### config.mk
export PLATFORM = sky130hd
export DESIGN_NAME = bcd_top
export DESIGN_NICKNAME = d
export VERILOG_FILES = /design/src/bcd_pkg.sv /design/src/bcd_cond_eval.sv /design/src/bcd_imm_decode.sv /design/src/bcd_top.sv
export VERILOG_INCLUDE_DIRS = /design/src
export SDC_FILE = /design/constraint.sdc
export NUM_CORES = 1
export LEC_CHECK = 0
export BUFFER_PORTS_ARGS = -buffer_cell sky130_fd_sc_hd__buf_4
export CAP_MARGIN = 40
export CORE_ASPECT_RATIO = 1.25
export CORE_MARGIN = 3
export CORE_UTILIZATION = 45
export CTS_CLUSTER_DIAMETER = 30
export DETAILED_ROUTE_END_ITERATION = 7
export PLACE_DENSITY_LB_ADDON = 0.05
export SLEW_MARGIN = 20
export SYNTH_ARGS = -nofsm -noshare
export SYNTH_HDL_FRONTEND = slang
export SYNTH_SLANG_ARGS = --single-unit
### constraint.sdc
create_clock -name sys_clk -period 3.41 [get_ports sys_clk]
set_clock_uncertainty 0.15 [all_clocks]
set_input_delay 0.682 -clock sys_clk [delete_from_list [all_inputs] [get_ports sys_clk]]
set_output_delay 0.682 -clock sys_clk [all_outputs]
set_load 0.02 [all_outputs]
### src/bcd_defs.svh
// Contract
// - Signed less-or-equal and not-greater jumps are taken when zero is set or sign differs from overflow.
// - Signed greater and not-less-or-equal jumps are taken only when zero is clear and sign equals overflow.
// - Above and below conditions use carry and zero as unsigned; greater and less use sign, overflow and zero as signed.
// - With sign-extend bit 0 and word bit 1, two immediate bytes form a full 16-bit operand.
// - With sign-extend bit 1 and word bit 1, one immediate byte is sign-extended to 16 bits.
// - The low bit of the repeat prefix selects the zero value that repeated compare and scan operations test.
// - Accumulator forms use the byte accumulator for byte operations and the word accumulator for word operations.
// - Variable-port input and output take the port address from the port register, not an immediate byte.
// - Jump-if-not-below decodes from its opcode followed by a signed 8-bit displacement byte.
// - Loop-while-nonzero decrements the count and branches only while the count is nonzero and zero is clear.
`ifndef BCD_DEFS_SVH
`define BCD_DEFS_SVH

`define BCD_ADR_W 8
`define BCD_REG_CTRL 8'h00
`define BCD_REG_STATUS 8'h04
`define BCD_REG_OPCODE 8'h08
`define BCD_REG_IMM 8'h0c
`define BCD_REG_DISP 8'h10
`define BCD_REG_PORT 8'h14

`define BCD_CTRL_EN 0
`define BCD_CTRL_RST 1'b1

`define BCD_ST_TAKEN 0
`define BCD_ST_ACC_USED 1
`define BCD_ST_ACC_WORD 2
`define BCD_ST_PORT_DX 3
`define BCD_ST_REP_ACTIVE 4
`define BCD_ST_REP_Z 5
`define BCD_ST_REP_CONT 6
`define BCD_ST_BUSY 7

`define BCD_OP_JCC_HI 4'h7
`define BCD_OP_LOOP_HI 6'h38
`define BCD_OP_REP_HI 7'h79
`define BCD_OP_GRP_HI 6'h20
`define BCD_OP_TEST_ACC_HI 7'h54
`define BCD_OP_CMPS_HI 7'h53
`define BCD_OP_SCAS_HI 7'h57
`define BCD_OP_IN_IMM_HI 6'h39
`define BCD_OP_IN_DX_HI 6'h3b

`endif

### src/bcd_pkg.sv
package bcd_pkg;
  typedef enum logic [2:0] {
    ST_OPCODE,
    ST_MODRM,
    ST_EA_DISP,
    ST_IMM_LO,
    ST_IMM_HI,
    ST_BRANCH_DISP
  } bcd_state_t;

  // Order follows the low two opcode bits of the loop group
  typedef enum logic [1:0] {
    LK_NONZERO,
    LK_ZERO,
    LK_ALWAYS,
    LK_CX_ZERO
  } bcd_loop_kind_t;
endpackage

### src/bcd_cond_eval.sv
`timescale 1ns/1ps
module bcd_cond_eval (
  input wire logic [3:0] cond_code,
  input wire bcd_pkg::bcd_loop_kind_t loop_kind,
  input wire logic zero_flag,
  input wire logic sign_flag,
  input wire logic overflow_flag,
  input wire logic carry_flag,
  input wire logic parity_flag,
  input wire logic [15:0] count_now,
  output logic jcc_taken,
  output logic loop_taken
);
  import bcd_pkg::*;

  logic base;
  logic [15:0] count_dec;
  logic sign_ne_ovf;
  logic count_left;

  assign sign_ne_ovf = sign_flag ^ overflow_flag;
  assign count_dec = count_now - 16'h0001;
  assign count_left = |count_dec;

  always_comb begin
    case (cond_code[3:1])
      3'h0: base = overflow_flag;
      3'h1: base = carry_flag;
      3'h2: base = zero_flag;
      3'h3: base = carry_flag | zero_flag;
      3'h4: base = sign_flag;
      3'h5: base = parity_flag;
      3'h6: base = sign_ne_ovf;
      3'h7: base = sign_ne_ovf | zero_flag;
      default: base = 1'b0;
    endcase
  end

  // Odd codes are the negated forms
  assign jcc_taken = base ^ cond_code[0];

  always_comb begin
    case (loop_kind)
      LK_NONZERO: loop_taken = count_left & ~zero_flag;
      LK_ZERO: loop_taken = count_left & zero_flag;
      LK_ALWAYS: loop_taken = count_left;
      LK_CX_ZERO: loop_taken = ~|count_now;
      default: loop_taken = 1'b0;
    endcase
  end
endmodule

### src/bcd_imm_decode.sv
`timescale 1ns/1ps
`include "bcd_defs.svh"
module bcd_imm_decode (
  input wire logic [7:0] opcode,
  input wire logic [7:0] modrm,
  output logic has_modrm,
  output logic [1:0] ea_len,
  output logic [1:0] imm_len,
  output logic imm_sext,
  output logic acc_form,
  output logic acc_word,
  output logic port_imm,
  output logic port_dx
);
  logic grp;
  logic alu_acc;
  logic io_op;
  logic sw_word;

  assign grp = opcode[7:2] == `BCD_OP_GRP_HI;
  assign alu_acc = (opcode[7:6] == 2'b00 && opcode[2:1] == 2'b10)
    || opcode[7:1] == `BCD_OP_TEST_ACC_HI;
  assign port_imm = opcode[7:2] == `BCD_OP_IN_IMM_HI;
  assign port_dx = opcode[7:2] == `BCD_OP_IN_DX_HI;
  assign io_op = port_imm | port_dx;
  assign has_modrm = grp;

  // Two bytes only for s:w = 01
  assign sw_word = ~opcode[1] & opcode[0];
  assign imm_sext = grp & opcode[1] & opcode[0];

  always_comb begin
    if (grp) begin
      imm_len = sw_word ? 2'd2 : 2'd1;
    end else if (alu_acc) begin
      imm_len = opcode[0] ? 2'd2 : 2'd1;
    end else if (port_imm) begin
      imm_len = 2'd1;
    end else begin
      imm_len = 2'd0;
    end
  end

  assign acc_form = alu_acc | io_op;
  assign acc_word = opcode[0];

  always_comb begin
    case (modrm[7:6])
      2'b00: ea_len = (modrm[2:0] == 3'b110) ? 2'd2 : 2'd0;
      2'b01: ea_len = 2'd1;
      2'b10: ea_len = 2'd2;
      default: ea_len = 2'd0;
    endcase
  end
endmodule

### src/bcd_top.sv
`timescale 1ns/1ps
`include "bcd_defs.svh"
module bcd_top (
  input wire logic sys_clk,
  input wire logic nrst,
  input wire logic ce,
  input wire logic wb_cyc_i,
  input wire logic wb_stb_i,
  input wire logic wb_we_i,
  input wire logic [`BCD_ADR_W-1:0] wb_adr_i,
  input wire logic [3:0] wb_sel_i,
  input wire logic [31:0] wb_dat_i,
  output logic [31:0] wb_dat_o,
  output logic wb_ack_o,
  input wire logic ib_valid,
  input wire logic [7:0] ib_data,
  output logic ib_ready,
  input wire logic zero_flag,
  input wire logic sign_flag,
  input wire logic overflow_flag,
  input wire logic carry_flag,
  input wire logic parity_flag,
  input wire logic [15:0] count_register,
  input wire logic [15:0] variable_port_register,
  output logic dec_done,
  output logic jump_taken,
  output logic [7:0] branch_disp,
  output logic [15:0] imm_operand,
  output logic acc_used,
  output logic acc_word,
  output logic [15:0] port_addr,
  output logic port_from_dx,
  output logic [15:0] count_next,
  output logic count_we,
  output logic rep_z,
  output logic rep_continue
);
  import bcd_pkg::*;

  logic [1:0] rst_sync;
  logic rst_n;
  bcd_state_t state;
  bcd_state_t next_state;
  logic [7:0] opcode;
  logic [7:0] modrm;
  logic [7:0] imm_lo;
  logic [1:0] ea_left;
  logic rep_active;
  logic ctrl_en;

  always_ff @(posedge sys_clk or negedge nrst) begin
    if (!nrst) begin
      rst_sync <= 2'b00;
    end else begin
      rst_sync <= {rst_sync[0], 1'b1};
    end
  end
  assign rst_n = rst_sync[1];

  // Decoder inputs follow the byte being taken
  wire take = ib_valid & ib_ready;
  wire in_op = state == ST_OPCODE;
  wire [7:0] dec_op = in_op ? ib_data : opcode;
  wire [7:0] dec_modrm = (state == ST_MODRM) ? ib_data : modrm;

  wire has_modrm;
  wire [1:0] ea_len;
  wire [1:0] imm_len;
  wire imm_sext;
  wire acc_form;
  wire acc_w;
  wire port_imm;
  wire port_dx;

  bcd_imm_decode u_imm (
    .opcode(dec_op),
    .modrm(dec_modrm),
    .has_modrm(has_modrm),
    .ea_len(ea_len),
    .imm_len(imm_len),
    .imm_sext(imm_sext),
    .acc_form(acc_form),
    .acc_word(acc_w),
    .port_imm(port_imm),
    .port_dx(port_dx)
  );

  wire jcc_taken;
  wire loop_taken;
  wire is_loop = opcode[7:2] == `BCD_OP_LOOP_HI;

  bcd_cond_eval u_cond (
    .cond_code(opcode[3:0]),
    .loop_kind(bcd_loop_kind_t'(opcode[1:0])),
    .zero_flag(zero_flag),
    .sign_flag(sign_flag),
    .overflow_flag(overflow_flag),
    .carry_flag(carry_flag),
    .parity_flag(parity_flag),
    .count_now(count_register),
    .jcc_taken(jcc_taken),
    .loop_taken(loop_taken)
  );

  // Opcode classes seen in the opcode byte
  wire op_branch = ib_data[7:4] == `BCD_OP_JCC_HI || ib_data[7:2] == `BCD_OP_LOOP_HI;
  wire op_rep = ib_data[7:1] == `BCD_OP_REP_HI;
  wire op_str_cmp = ib_data[7:1] == `BCD_OP_CMPS_HI || ib_data[7:1] == `BCD_OP_SCAS_HI;
  wire imm_two = imm_len == 2'd2;
  wire imm_none = imm_len == 2'd0;
  wire last_imm = state == ST_IMM_HI || (state == ST_IMM_LO && !imm_two);
  wire [15:0] imm_one = imm_sext ? {{8{ib_data[7]}}, ib_data} : {8'h00, ib_data};
  wire finish_op = in_op && !op_branch && !has_modrm && imm_none;
  wire finish = take && (finish_op || last_imm || state == ST_BRANCH_DISP);
  wire loop_dec = is_loop && opcode[1:0] != 2'b11;

  assign ib_ready = ctrl_en & ce;

  always_comb begin
    next_state = state;
    if (take) begin
      case (state)
        ST_OPCODE: begin
          if (op_branch) begin
            next_state = ST_BRANCH_DISP;
          end else if (has_modrm) begin
            next_state = ST_MODRM;
          end else if (!imm_none) begin
            next_state = ST_IMM_LO;
          end
        end
        ST_MODRM: next_state = (ea_len != 2'd0) ? ST_EA_DISP : ST_IMM_LO;
        ST_EA_DISP: next_state = (ea_left == 2'd1) ? ST_IMM_LO : ST_EA_DISP;
        ST_IMM_LO: next_state = imm_two ? ST_IMM_HI : ST_OPCODE;
        ST_IMM_HI: next_state = ST_OPCODE;
        ST_BRANCH_DISP: next_state = ST_OPCODE;
        default: next_state = ST_OPCODE;
      endcase
    end
  end

  always_ff @(posedge sys_clk or negedge rst_n) begin
    if (!rst_n) begin
      state <= ST_OPCODE;
      opcode <= 8'h00;
      modrm <= 8'h00;
      ea_left <= 2'd0;
    end else if (ce) begin
      state <= next_state;
      if (take && in_op) begin
        opcode <= ib_data;
      end
      if (take && state == ST_MODRM) begin
        modrm <= ib_data;
        ea_left <= ea_len;
      end else if (take && state == ST_EA_DISP) begin
        ea_left <= ea_left - 2'd1;
      end
    end
  end

  // Operand assembly
  always_ff @(posedge sys_clk or negedge rst_n) begin
    if (!rst_n) begin
      imm_lo <= 8'h00;
      imm_operand <= 16'h0000;
      port_addr <= 16'h0000;
      port_from_dx <= 1'b0;
      acc_used <= 1'b0;
      acc_word <= 1'b0;
    end else if (ce && take) begin
      if (in_op) begin
        acc_used <= acc_form;
        acc_word <= acc_form & acc_w;
        port_from_dx <= port_dx;
        if (port_dx) begin
          port_addr <= variable_port_register;
        end
      end
      if (state == ST_IMM_LO) begin
        imm_lo <= ib_data;
        imm_operand <= imm_one;
        if (port_imm) begin
          port_addr <= {8'h00, ib_data};
        end
      end
      if (state == ST_IMM_HI) begin
        imm_operand <= {ib_data, imm_lo};
      end
    end
  end

  // Branch outcome and count update
  always_ff @(posedge sys_clk or negedge rst_n) begin
    if (!rst_n) begin
      jump_taken <= 1'b0;
      branch_disp <= 8'h00;
      count_next <= 16'h0000;
      count_we <= 1'b0;
    end else if (ce) begin
      count_we <= 1'b0;
      if (take && state == ST_BRANCH_DISP) begin
        branch_disp <= ib_data;
        jump_taken <= is_loop ? loop_taken : jcc_taken;
        if (loop_dec) begin
          count_next <= count_register - 16'h0001;
          count_we <= 1'b1;
        end
      end else if (take && in_op) begin
        jump_taken <= 1'b0;
      end
    end
  end

  // Repeat prefix tracking
  always_ff @(posedge sys_clk or negedge rst_n) begin
    if (!rst_n) begin
      rep_active <= 1'b0;
      rep_z <= 1'b0;
      rep_continue <= 1'b0;
    end else if (ce && take && in_op) begin
      rep_active <= op_rep;
      if (op_rep) begin
        rep_z <= ib_data[0];
      end
      rep_continue <= rep_active && op_str_cmp && (zero_flag == rep_z);
    end
  end

  always_ff @(posedge sys_clk or negedge rst_n) begin
    if (!rst_n) begin
      dec_done <= 1'b0;
    end else if (ce) begin
      dec_done <= finish;
    end
  end

  // Register bus
  wire bus_req = wb_cyc_i & wb_stb_i;
  wire bus_wr = bus_req & wb_we_i & wb_ack_o;
  wire sel_ctrl = wb_adr_i == `BCD_REG_CTRL;
  wire sel_status = wb_adr_i == `BCD_REG_STATUS;
  wire sel_opcode = wb_adr_i == `BCD_REG_OPCODE;
  wire sel_imm = wb_adr_i == `BCD_REG_IMM;
  wire sel_disp = wb_adr_i == `BCD_REG_DISP;
  wire sel_port = wb_adr_i == `BCD_REG_PORT;

  wire [7:0] status_bits = {
    state != ST_OPCODE,
    rep_continue,
    rep_z,
    rep_active,
    port_from_dx,
    acc_word,
    acc_used,
    jump_taken
  };

  wire [31:0] rd_mux =
    sel_ctrl ? {31'h0, ctrl_en} :
    sel_status ? {24'h0, status_bits} :
    sel_opcode ? {16'h0, modrm, opcode} :
    sel_imm ? {16'h0, imm_operand} :
    sel_disp ? {24'h0, branch_disp} :
    sel_port ? {16'h0, port_addr} :
    32'h0000_0000;

  always_ff @(posedge sys_clk or negedge rst_n) begin
    if (!rst_n) begin
      wb_ack_o <= 1'b0;
      wb_dat_o <= 32'h0000_0000;
    end else if (ce) begin
      wb_ack_o <= bus_req & ~wb_ack_o;
      wb_dat_o <= rd_mux;
    end
  end

  always_ff @(posedge sys_clk or negedge rst_n) begin
    if (!rst_n) begin
      ctrl_en <= `BCD_CTRL_RST;
    end else if (ce && bus_wr && sel_ctrl && wb_sel_i[0]) begin
      ctrl_en <= wb_dat_i[`BCD_CTRL_EN];
    end
  end
endmodule

==> impl_results.md <==
* Max Root-Sink Buffers at 2
* Post-CTS setup buffer count at 0
* Unrepaired setup endpoints after global routing: false
* Final ANT Viol Nets at 0
* Post-Synthesis Cell Area at 0.00605 sq mm
* DP HPWL at 13.8 mm
* Top_reg_cell synth: dfrtp_1
* VDD IR max at 248 uV
* Sequential cell area fraction in the yosys report at 47.1%
* Slew Limit Fails at 0
* Reg2reg start: state[0]$_DFFE_PN0P_
* Clock Power Share at 51.5%
* Setup crit end kind: flip-flop
* Crit-path cells: nor3_2, nor4b_1, a32o_1, a21oi_1, nand4_1, a32o_1
* Met3 wire length at 1.41 mm
* Worst Setup Start Kind: flip-flop
* # rows at 46
* Post-CTS Resized at 0
* Leading cell type in the layout, fill and taps excluded: buf_4
* Area Overhead vs Synth at 29.8%
* Drt total wl at 19.0 mm
* Max stage delay cell, worst path: nor3_2
* Num CTS Buffers at 17
* Setup TNS at 0 ps
* Worst min path class: reg -> async
* Iter 0 DRT Violations at 418
* Met1 WL at 7.18 mm
* Setup slack, reg-to-reg at 700 ps
* Max-Cap Viols at 0
* Sequential power share at 40.5%
* Run status: finished, final reports clean
* CP max stage delay at 600 ps
* Required @ worst endpoint at 3560 ps
* Routability Congestion at 0.987
* Share of layout cells above drive strength 1 at 30.6%
* Num Clock Sinks at 114
* First-pass GRT wire length at 29.5 mm
* CP Max Fanout at 13
* DRC viols at 0
* Finish-stage setup viols at 0
* Vias at 5,519
* Synth Register Bits at 114
* Max layer used: met4
* Nets at 868
* Leak Pwr at 0.00374 uW
* Clock Latency Late Sink at 410 ps
* Die Span X at 110 microns
* Synth warn at 0
* Starting density of the core at 46.8%
* Clk slew on worst S/H paths at 60 ps
* Overflow after GRT at 0
* Routed length per instance at 20.0 microns
* Post-route minimum period at 2710 ps
* Worst-margin pin slew at 770 ps
* Most frequent cells in the layout: buf_4, dfrtp_1, nor2_1
* Number of enable flip-flop cells after synthesis at 0
* Area leader, netlist: dfrtp_1
* Vias per std cell at 5.82
* Worst reg2reg path depth at 6
* Core area at 0.0129 sq mm
* Critical R2R Capture: state[0]$_DFFE_PN0P_
* All-Layer GR Usage at 26.0%
* Die area at 0.0149 sq mm
* Initial antenna violation count at 0
* Worst setup path end: state[0]$_DFFE_PN0P_
* Depth of the CTS H-tree at 4
* P_sw at 850 uW
* FFs w/ async S/R, synth at 100%
* CTS tree: yes
* Met2 Wirelength at 9.71 mm
* Critical Path Start: state[0]$_DFFE_PN0P_
* CTS Hold Buffers Added at 1
* DIE HEIGHT at 136 microns
* Port bufs at 143
* Design Power at 3400 uW
* Synth top area share at 46.7%
* Setup CP Type: reg -> reg
* Achievable Freq at 0.369 GHz
* Unique masters post-synth at 57
* Relative slew slack at 48.3%
* Comb pwr share at 8.0%
* Top cells by area, synth: dfrtp_1, mux2_2, nor2_1
* Power density cells at 433 mW/mm^2
* Top Ports at 194
* Vias in the first global route at 5,597
* Avg Inst Size Synth at 9.63 sq um
* Internal at 2550 uW
* Most used cell, CP: a32o_1
* Arrival time at the worst endpoint at 2860 ps
* Sw frac at 25.0%
* CTS root buf: clkbuf_16
* Final Hold Fails at 0
* Largest net degree at the start of global routing at 37
* First drt pass iteration count at 5
* Final period util at 79.4%
* # diodes at 0
* Cells after Synth at 629
[metal layers]
layer	track usage, %	up-vias
met5	0	-
met4	12.0	0
met3	5.01	56
met2	44.6	272
met1	31.2	2687
li1	-	2504
[flip-flops by register name (all words and copies together) (netlist names)]
name and cells:
acc_used 1, ctrl_en 1, state 3, ea_left 2, dec_done 1, imm_lo 8
rst_sync 2, rep_continue 1, imm_operand 16, opcode 8, count_next 16, port_from_dx 1
modrm 8, wb_ack_o 1, rep_active 1, rep_z 1, count_we 1, acc_word 1
port_addr 16, wb_dat_o 16, branch_disp 8, jump_taken 1
[worst max-delay path: cells and delay by family (launching register included)]
kind	cells	cell delay, ps
compound gates	3	930
simple gates	3	1000
flops	1	530
[worst min-delay path by stage]
stage / slack [ps] / from / to
after floorplan: 180 / rst_sync[0]$_DFF_PN0_ / rst_sync[1]$_DFF_PN0_
final: 140 / rst_sync[1]$_DFF_PN0_ / port_addr[3]$_DFFE_PN0P_
after CTS: 160 / rst_sync[1]$_DFF_PN0_ / imm_operand[7]$_DFFE_PN0P_
after global routing: 190 / rst_sync[1]$_DFF_PN0_ / imm_operand[6]$_DFFE_PN0P_
after detailed placement: 160 / rst_sync[1]$_DFF_PN0_ / imm_operand[7]$_DFFE_PN0P_
after global placement: 190 / rst_sync[0]$_DFF_PN0_ / rst_sync[1]$_DFF_PN0_
[logic make-up after synthesis]
logic type,after synthesis,synth area share [%]
xor+xnor,20,2.89
flops,114,47.1
mux,48,8.72
compound gates,163,18.2
other cells,2,0.124
buf+inv,85,6.47
fa+ha+maj,3,0.620
simple gates,194,15.9
[final cells by class]
type | instances | area [sq um]
fillers | 1179 | 5090
clock buffers | 17 | 425
repair buffers | 163 | 1240
inverters | 28 | 105
multi-input cells | 445 | 2870
well taps | 168 | 210
flip-flops and latches | 114 | 2860
clock inverters | 14 | 156
[Yosys cell counts, types with 4 or more instances]
library cell  number
o22ai_1           21
buf_2              4
xnor2_1           12
dfrtp_1          113
o2bb2ai_1          6
mux2i_1           10
xor2_1             8
o21ai_0           29
nand2_1           52
nand3_1           17
nor2_1            60
a22oi_1           25
a32o_1             5
mux2_2            37
nand2b_1           8
buf_4             16
inv_1             28
clkbuf_1          33
a22o_1            17
and2_1             5
nor2b_1           16
nand4_1            4
a21oi_1           33
or3_1              4
a21o_1             4
nor3_1             7
[power groups by stage]
stage,clock network [uW],logic [uW],registers [uW]
2_1_floorplan,0,125,1420
3_3_place_gp,0,252,1410
3_5_place_dp,0,267,1400
4_1_cts,1780,268,1380
5_1_grt,1840,293,1380
6_report,1750,271,1380
[metrics by stage]
step / instances / utilization [%] / worst slack, ps / area, sq um / hold WS [ps]
floorplan: 644 / - / 708 / 6110 / 181
global placement: 915 / 55.9 / 459 / 7240 / 187
detailed placement: 916 / 56.1 / 399 / 7260 / 162
CTS: 948 / 60.6 / 756 / 7850 / 161
global route: 949 / 60.7 / 545 / 7860 / 187
finish: 949 / 60.7 / 703 / 7860 / 144
No activity file was read; power rests on OpenSTA's default activity.
